`config.mk`:
```
export PLATFORM = sky130hd
export DESIGN_NAME = bcc_exec
export DESIGN_NICKNAME = d
export VERILOG_FILES = /design/src/design/bcc_pkg.sv /design/src/design/bcc_rf_if.sv /design/src/design/bcc_exec.sv /design/src/design/bcc_file_regs.sv
export VERILOG_INCLUDE_DIRS = /design/src /design/src/design
export SDC_FILE = /design/constraint.sdc
export NUM_CORES = 2
export LEC_CHECK = 0
export BUFFER_PORTS_ARGS = -buffer_cell sky130_fd_sc_hd__buf_4
export CAP_MARGIN = 10
export CORE_MARGIN = 2
export CORE_UTILIZATION = 29
export DETAILED_ROUTE_END_ITERATION = 10
export GPL_TIMING_DRIVEN = 0
export SLEW_MARGIN = 20
export SYNTH_ARGS = -nofsm -noshare
export SYNTH_HDL_FRONTEND = slang
export SYNTH_SLANG_ARGS = --single-unit
```
`constraint.sdc`:
```
create_clock -name clk -period 5.05 [get_ports clk]
set_clock_uncertainty 0.05 [all_clocks]
set_input_delay 0.2525 -clock clk [delete_from_list [all_inputs] [get_ports clk]]
set_output_delay 0.2525 -clock clk [all_outputs]
set_load 0.01 [all_outputs]
```
`src/design/bcc_defs.svh`:
```
// Constants for the bit, clear and compare execution block
`ifndef BCC_DEFS_SVH
`define BCC_DEFS_SVH

`define BCC_DATA_W      8
`define BCC_ADDR_W      7
`define BCC_BIT_W       3
`define BCC_REG_COUNT   128
`define BCC_ADDR_MAX    7'h7F
`define BCC_ZERO_BYTE   8'h00
`define BCC_ACC_RST     8'h00
`define BCC_FLAG_RST    1'h0
`define BCC_FLAG_N_RST  1'h1
`define BCC_DEST_ACC    1'h0
`define BCC_DEST_REG    1'h1
`define BCC_SKIP_CYCLES 2

`endif

```
`src/design/bcc_pkg.sv`:
```
// Types for the bit, clear and compare execution block
package bcc_pkg;

    // Instruction selector presented with each operation
    typedef enum logic [2:0] {
        BCC_OP_NOP     = 3'h0,
        BCC_OP_TBSS    = 3'h1,
        BCC_OP_CLRACC  = 3'h2,
        BCC_OP_CLRREG  = 3'h3,
        BCC_OP_COMREG  = 3'h4,
        BCC_OP_WDTCLR  = 3'h5,
        BCC_OP_COMPARE = 3'h6
    } bcc_op_e;

    // Execution state, one-hot
    typedef enum logic [1:0] {
        BCC_ST_EXEC = 2'b01,
        BCC_ST_SKIP = 2'b10
    } bcc_state_e;

endpackage

```
`src/design/bcc_rf_if.sv`:
```
// Port between the execution unit and the file register storage
`timescale 1ns/10ps
`default_nettype none
`include "bcc_defs.svh"

interface bcc_rf_if;
    logic [`BCC_ADDR_W-1:0] addr;
    logic                   wr_en;
    logic [`BCC_DATA_W-1:0] wr_data;
    logic [`BCC_DATA_W-1:0] rd_data;

    modport ctrl (output addr, output wr_en, output wr_data, input rd_data);
    modport mem  (input addr, input wr_en, input wr_data, output rd_data);
endinterface

`default_nettype wire

```
`src/design/bcc_exec.sv`:
```
// Execution unit for bit test skip, clears, complement, compare, watchdog clear
//
// How it works
// - Bit test on any register, skip when set
// - Skip discards the instruction presented in the next cycle, two cycles
// - Clear accumulator loads zero, sets zero flag
// - Clear register writes zero, sets zero flag
// - Complement register into accumulator or register
// - Watchdog clear resets counter, prescaler if assigned
// - Watchdog clear sets timeout and powerdown flags
// - Compare register minus accumulator, nothing stored
`timescale 1ns/10ps
`default_nettype none
`include "bcc_defs.svh"

module bcc_exec
    import bcc_pkg::*;
(
    // Clock and reset
    input  wire logic                   clk,
    input  wire logic                   rst,
    // Instruction slot
    input  wire logic                   op_valid,
    input  wire bcc_op_e                op_code,
    input  wire logic [`BCC_ADDR_W-1:0] op_addr,
    input  wire logic [`BCC_BIT_W-1:0]  op_bit,
    input  wire logic                   op_dest,
    output logic                        op_ready,
    output logic                        op_discard,
    // Preload of core state
    input  wire logic                   acc_load,
    input  wire logic [`BCC_DATA_W-1:0] acc_load_data,
    input  wire logic                   ram_load,
    input  wire logic [`BCC_ADDR_W-1:0] ram_load_addr,
    input  wire logic [`BCC_DATA_W-1:0] ram_load_data,
    // Watchdog side
    input  wire logic                   prescaler_to_wdt,
    output logic                        wdt_clear,
    output logic                        prescaler_clear,
    // Core state
    output logic [`BCC_DATA_W-1:0]      accumulator,
    output logic                        zero_flag,
    output logic                        carry_flag,
    output logic                        timeout_flag_n,
    output logic                        powerdown_flag_n
);

    bcc_rf_if rf ();

    bcc_file_regs u_regs (
        .clk (clk),
        .rst (rst),
        .rf  (rf.mem)
    );

    bcc_state_e             state_r;
    bcc_state_e             state_nxt;
    logic                   exec_go;
    logic                   bit_set;
    logic [`BCC_DATA_W:0]   diff;
    logic [`BCC_DATA_W-1:0] comp;

    // =========================================================
    // Decode
    // Register preload owns the storage port, so an operation waits for it
    assign op_ready   = (state_r == BCC_ST_EXEC) && !ram_load;
    assign exec_go    = op_valid && op_ready;
    assign op_discard = op_valid && (state_r == BCC_ST_SKIP);
    assign bit_set    = rf.rd_data[op_bit];
    assign comp       = ~rf.rd_data;
    // Extra top bit is the borrow out of the subtraction
    assign diff = {1'h0, rf.rd_data} - {1'h0, accumulator};

    assign rf.addr = ram_load ? ram_load_addr : op_addr;

    always_comb begin
        rf.wr_en   = 1'b0;
        rf.wr_data = ram_load_data;
        if (ram_load) begin
            rf.wr_en = 1'b1;
        end else if (exec_go && op_code == BCC_OP_CLRREG) begin
            rf.wr_en   = 1'b1;
            rf.wr_data = `BCC_ZERO_BYTE;
        end else if (exec_go && op_code == BCC_OP_COMREG && op_dest == `BCC_DEST_REG) begin
            rf.wr_en   = 1'b1;
            rf.wr_data = comp;
        end
    end

    // =========================================================
    // Sequencing
    always_comb begin
        state_nxt = state_r;
        case (state_r)
            BCC_ST_EXEC: begin
                if (exec_go && op_code == BCC_OP_TBSS && bit_set) begin
                    state_nxt = BCC_ST_SKIP;
                end
            end
            // The NOP slot lasts one cycle whether or not a word arrives
            BCC_ST_SKIP: state_nxt = BCC_ST_EXEC;
            default:     state_nxt = BCC_ST_EXEC;
        endcase
    end

    always_ff @(posedge clk) begin
        if (rst) begin
            state_r <= BCC_ST_EXEC;
        end else begin
            state_r <= state_nxt;
        end
    end

    // =========================================================
    // Accumulator
    always_ff @(posedge clk) begin
        if (rst) begin
            accumulator <= `BCC_ACC_RST;
        end else if (exec_go && op_code == BCC_OP_CLRACC) begin
            accumulator <= `BCC_ZERO_BYTE;
        end else if (exec_go && op_code == BCC_OP_COMREG && op_dest == `BCC_DEST_ACC) begin
            accumulator <= comp;
        end else if (acc_load && !exec_go) begin
            accumulator <= acc_load_data;
        end
    end

    // =========================================================
    // Zero and carry
    always_ff @(posedge clk) begin
        if (rst) begin
            zero_flag  <= `BCC_FLAG_RST;
            carry_flag <= `BCC_FLAG_RST;
        end else if (exec_go) begin
            case (op_code)
                BCC_OP_CLRACC: zero_flag <= 1'b1;
                BCC_OP_CLRREG: zero_flag <= 1'b1;
                BCC_OP_COMREG: zero_flag <= (comp == `BCC_ZERO_BYTE);
                BCC_OP_COMPARE: begin
                    zero_flag  <= (diff[`BCC_DATA_W-1:0] == `BCC_ZERO_BYTE);
                    carry_flag <= !diff[`BCC_DATA_W];
                end
                default: zero_flag <= zero_flag;
            endcase
        end
    end

    // =========================================================
    // Watchdog clear
    assign wdt_clear       = exec_go && op_code == BCC_OP_WDTCLR;
    assign prescaler_clear = wdt_clear && prescaler_to_wdt;

    always_ff @(posedge clk) begin
        if (rst) begin
            timeout_flag_n   <= `BCC_FLAG_N_RST;
            powerdown_flag_n <= `BCC_FLAG_N_RST;
        end else if (wdt_clear) begin
            timeout_flag_n   <= 1'b1;
            powerdown_flag_n <= 1'b1;
        end
    end
endmodule

`default_nettype wire

```
`src/design/bcc_file_regs.sv`:
```
// File register storage, one byte per address
`timescale 1ns/10ps
`default_nettype none
`include "bcc_defs.svh"

module bcc_file_regs
    import bcc_pkg::*;
(
    // Clock and reset
    input  wire logic clk,
    input  wire logic rst,
    // Storage port
    bcc_rf_if.mem     rf
);

    logic [`BCC_DATA_W-1:0] mem_r [`BCC_REG_COUNT];

    // =========================================================
    // Storage entries
    genvar gi;
    generate
        for (gi = 0; gi < `BCC_REG_COUNT; gi++) begin : g_ent
            always_ff @(posedge clk) begin
                if (rst) begin
                    mem_r[gi] <= `BCC_ZERO_BYTE;
                end else if (rf.wr_en && rf.addr == `BCC_ADDR_W'(gi)) begin
                    mem_r[gi] <= rf.wr_data;
                end
            end
        end
    endgenerate

    // Read is combinational so an operation finishes in its own cycle
    assign rf.rd_data = mem_r[rf.addr];

endmodule

`default_nettype wire

```
* Word level (Yosys, flattened, before mapping)
Memory sizes are Yosys's and may differ from the RTL's.
Index checks and enable logic that the tools add are counted.
** Storage, ports and cells
- Bits in writable memories :: 1024
- Logic and storage cells :: 953
- Input port bits :: 43
- Register bits after elaboration :: 12
- Output and inout bits :: 16
- Memories kept :: 1
** Memory list
- u_regs.mem_r :: depth 128, width 8, read ports 1, clocked after Yosys merged registers in 0, write ports 128, line bcc_file_regs.sv:16 : logic [`BCC_DATA_W-1:0] mem_r [`BCC_REG_COUNT];
** Cells by class
- Reductions and logical operators :: 154
- Bitwise gates (word level) :: 131
- Eq/ne operators :: 135
- Magnitude comparators :: 1
- $add $sub $neg :: 1
- Muxes and demuxes :: 526
** Operator list (number)
- 2-to-1 mux 8 bit :: 133
- == test 7 bit (second input constant) :: 64
- 2-to-1 mux 1 bit :: 390
- == test 7 x 6 -> 1 bit (second input constant) :: 32
- logical AND 1 bit :: 141
- bitwise OR 1 bit :: 128
- == test 7 x 5 -> 1 bit (second input constant) :: 16
- == test 7 x 4 -> 1 bit (second input constant) :: 8
- == test 7 x 3 -> 1 bit (second input constant) :: 4
- zero test 8 bit :: 2
- == test 7 x 2 -> 1 bit (second input constant) :: 2
- == test 3 bit (second input constant) :: 3
- subtractor 8 x 8 -> 9 bit :: 1
- inverter 8 bit :: 1
- == test 7 x 1 -> 1 bit (second input constant) :: 1
- zero test 7 bit :: 1
- 2-to-1 mux 7 bit :: 1
- == test 3 x 2 -> 1 bit (second input constant) :: 2
- OR reduction 2 bit :: 3
- less-than comparator 3 x 4 -> 1 bit (second input constant) :: 1
- AND reduction 2 bit :: 2
- binary-select mux 1 bit (select 3 bit) :: 1
- == test 3 x 1 -> 1 bit (second input constant) :: 1
- zero test 1 bit :: 3
- 6 further kinds :: 7

* Logic depth before layout (Yosys ltp)
- Depth after elaboration :: 13
- Gate-level depth with buffers :: 28
- Depth with buffers taken out :: 20

* Cells and area by module
Synthesis repeated with hierarchy kept, for this count alone.
** Unflattened totals
- Cells, all modules :: 3371
- Area total of the unflattened synthesis :: 49720.2 sq um
** By module, submodules not included
- bcc_file_regs :: instances 1, cells each 3216, area an instance 48457.7 sq um
- bcc_exec :: instances 1, cells each 155, area an instance 1262.5 sq um

* Worst setup path before layout
OpenSTA, ideal clock, no wires.
- Path type :: input port to flip-flop
- Start point :: in ram_load
- End point :: reg zero_flag
- Cell stages on the path :: 27
- Data arrival time :: 4.403 ns
- Path slack :: 0.463 ns
- Buffers on the path :: 8
- Path through :: buf_6 mux2_4 buf_6 buf_8 buf_12 buf_8 buf_12 buf_12 buf_6 o21ai_1 o32ai_1 a211oi_1 a21oi_1 nor4_1 nand2_1 inv_1 ha_1 inv_1 fa_1 a21o_1 a21oi_1 o21bai_1 a21oi_1 nor2b_1 a211o_1 a31oi_1 a211oi_1
** On the way
- Longest elaborated chain between the ends :: 5
** Ends and longest elaborated chain
- start: declaration :: line bcc_exec.sv:33 : input wire logic ram_load,
- 2-to-1 mux 7 bit :: line bcc_exec.sv:74 : assign rf.addr = ram_load ? ram_load_addr : op_addr;
- memory read (128 x 8 bit)
- subtractor 8 x 8 -> 9 bit / inverter 8 bit (equally long branches) :: line bcc_exec.sv:72, bcc_exec.sv:70
- zero test 8 bit (no line)
- case mux 1 bit (3 select lines) :: line bcc_exec.sv:135 : case (op_code)
- end signal: assignment :: line bcc_exec.sv:138 : BCC_OP_COMREG: zero_flag <= (comp == `BCC_ZERO_BYTE);
- end signal: assignment :: line bcc_exec.sv:140 : zero_flag <= (diff[`BCC_DATA_W-1:0] == `BCC_ZERO_BYTE);
- end signal: assignment :: line bcc_exec.sv:143 : default: zero_flag <= zero_flag;
- end: declaration :: line bcc_exec.sv:42 : output logic zero_flag,
Parallel ways exist; a longest one is shown, timed or not.
A chain may end at the register's enable or synchronous reset.

==> summary.txt <==
Critical path
  – CP peak stage delay: 900 ps
  – Crit Path Max Fanout: 11
  – CP max-delay cell: buf_1
  – Crit path launch: ram_load
  – Worst Setup End Kind: flop
  – Critical path type: in -> reg
  – Worst path required time: 5480 ps
  – Critical Path Source Type: input pin
  – CP Buf/Inv Count: 6
  – Crit path arrival time: 5710 ps
  – Cell Chain, Critical Path: buf_6 > and3b_1 > nor2_4 > buf_12 > clkbuf_2 > buf_1 > o22ai_1 > o21ai_1 > nand3_2 > nor3_1 > a31oi_4 > a22oi_1 > buf_4 > clkbuf_4 > nor2_1
  – FF-to-FF Start: u_regs.mem_r[49][2]$_SDFFCE_PN0P_
  – Largest delay contributor family on the critical path: buffers and inverters

Floorplanning
  – Die area: 0.162 mm²
  – Die Y: 403 µm
  – Die W: 403 µm
  – Core Box Area: 0.158 mm²
  – Row cnt: 146
  – Initial Util: 29.2%
  – IO Count: 59

Finish
  – Filler Cell Count: 15,500
  – Fraction of layout cells with a size suffix above 1: 16.9%
  – Commonest non-fill, non-tap cell in the layout: nor2_1
  – Post-route cell area: 0.0544 mm²
  – Fin cells: 6,117
  – Most frequent cells in the layout: nor2_1, edfxtp_1, nand2_1
  – Synthesis-to-finish area growth: 17.8%
  – Nets: 3,995

Clocking
  – Maximum clock path buffer count: 3
  – Clk_lat worst skew: 770 ps
  – CTS sink cnt: 1,036
  – H-tree Lvls: 3
  – Num CTS Buffers: 106
  – Root Buffer: clkbuf_16
  – CTS tree: yes
  – Clock Pin Slew Worst Setup and Hold Paths: 70 ps

Timing
  – Fmax: 190 MHz
  – Worst relative slew slack: 11.6%
  – Worst-Margin Slew: 1320 ps
  – RSZ-0062 raised after global routing: true
  – Fin crit share: 104%
  – Final setup violation count: 242
  – Final worst setup slack: -226 ps
  – Clock period minus worst slack: 5280 ps
  – Final hold violation count: 0
  – Setup TNS: -19,010 ps
  – Final Slew Violations: 0

Placed design
  – I/O Buffers: 52
  – Post-DP Area: 0.0500 mm²
  – Dpl cells: 5,874
  – HPWL after DPL: 144 mm
  – GPL Wtd Cong: 1.05

Synth
  – Post-synth cell types: 75
  – Number of synthesized flops with an enable pin: 1,024
  – Yosys warns: 0
  – Synth Instances: 3,700
  – Yosys reg bits: 1,036
  – Post-synth ARST share: 0%
  – Mapped cell area: 0.0462 mm²
  – Primary FF master, synth: edfxtp_1
  – Sequential area share after synthesis: 67.1%
  – Synthesized area per cell: 12.5 µm²

Global route
  – First-pass GRT wire length: 282 mm
  – Pin count of the biggest net entering global routing: 15
  – GRT Total Usage: 25.3%
  – Vias in the first global route: 33,900
  – Initial antenna violation count: 23
  – Grt ovf: 0

Drt
  – DRT antenna net count: 0
  – Drt total wl: 212 mm
  – Detailed Route Iter0 Violations: 7,209
  – Vias/cell: 6.02
  – Via count: 36,800
  – Drc violations: 0
  – Wire per inst: 34.6 µm
  – TritonRoute pass-1 iters: 10

Power
  – Power Density: 384 mW/mm²
  – Maximum vdd drop: 278 µV
  – Pleak: 18.6 nW

Flow run
  – Max cap viols: 0

Outcome
  – Failing checks: negative setup slack
  – Outcome: finished with violations

Worst hold path
  – Hold Path Origin: op_code[0]
  – Worst Hold Class: in -> reg
[registers in the layout, indices dropped and copies added, names as in the netlist]
register,cells
u_regs.mem_r,1024
accumulator,8
carry_flag,1
zero_flag,1
state_r,2
[stage by stage]
step,power (W),hold slack [ps],util (%),worst slack [ps]
final,0.0209,33.5,34.4,-226
after global routing,0.0212,74.9,34.4,-115
after CTS,0.0206,22.7,34.2,19.0
after detailed placement,0.0126,461,31.6,-2610
after global placement,0.0125,457,31.1,-3150
after floorplan,0.0113,357,-,463
[area by class of cell]
class,instances,area [µm²],share of cell area (%)
Buffer,279,2010,3.70
Sequential cell,1036,31000,57.0
Tap cell,2072,2590,4.77
Clock buffer,125,2750,5.05
Timing Repair Buffer,135,1310,2.42
Inverter,19,71.3,0.131
Multi-Input combinational cell,2366,13900,25.5
Clock inverter,74,751,1.38
Antenna cell,11,27.5,0.0506
[Yosys cell counts, types with 17 or more instances]
| cell type | instances | area, µm² |
|---|---|---|
| a21o_1 | 19 | 143 |
| a21oi_1 | 40 | 200 |
| a221oi_1 | 23 | 201 |
| a22oi_1 | 18 | 135 |
| a31oi_1 | 17 | 106 |
| a32oi_1 | 40 | 350 |
| a41oi_1 | 17 | 149 |
| buf_2 | 109 | 546 |
| buf_4 | 25 | 188 |
| buf_6 | 34 | 383 |
| clkbuf_1 | 95 | 357 |
| edfxtp_1 | 1024 | 30700 |
| inv_1 | 19 | 71.3 |
| mux2i_1 | 87 | 871 |
| mux4_2 | 102 | 2300 |
| nand2_1 | 290 | 1090 |
| nand3_1 | 17 | 85.1 |
| nor2_1 | 1135 | 4260 |
| nor4_1 | 18 | 113 |
| o21ai_0 | 206 | 1030 |
| o22ai_1 | 161 | 1010 |
[routing by layer]
| layer | vias to the layer above | track usage [%] | share of wire [%] |
|---|---|---|---|
| li1 | 14200 | - | - |
| met1 | 18200 | 31.4 | 35 |
| met2 | 3545 | 34.9 | 40 |
| met3 | 941 | 11.7 | 17 |
| met4 | 15 | 17.0 | 8.5 |
| met5 | - | 0.743 | 0.16 |
[report_power, final]
group          switching [W]  internal, W  total, W
clock network        0.00359      0.00460   0.00819
logic                0.00194     0.000753   0.00270
registers           0.000150      0.00988    0.0100
[logic make-up after synthesis]
group,after synthesis,share of synthesized area (%)
buffers and inverters,299,3.67
XOR/XNOR,3,0.0569
AND/OR/NAND/NOR,1541,13.2
multiplexers,192,6.94
adder cells (fa/ha/maj),9,0.260
other,1,0.00812
flip-flops,1036,67.1
AO/OA/AOI/OAI,619,8.69
[final timing paths]
kind	slack [ps]	cells after the start	to
hold / removal	30	6	zero_flag$_SDFFE_PP0P_
setup reg to reg	330	16	zero_flag$_SDFFE_PP0P_
setup / recovery	-230	15	u_regs.mem_r[127][6]$_SDFFCE_PN0P_
hold reg to reg	480	2	carry_flag$_SDFFE_PP0P_
[tightest hold or removal path: cells and delay by family]
| kind | cells | cell delay [ps] |
|---|---|---|
| buffers and inverters | 2 | 150 |
| AOI/OAI and AO/OA | 1 | 70 |
| and+or+nand+nor | 3 | 310 |
[what timing repair did]
item                                    in CTS  in global routing
hold buffers                                18                  0
pin swaps                                    8                  4
endpoints found under the hold margin       12                  0
endpoints found under the setup margin     873                298
gates resized for setup                    124                 56
setup buffers                               12                  4
No activity file was read; power rests on OpenSTA's default activity.
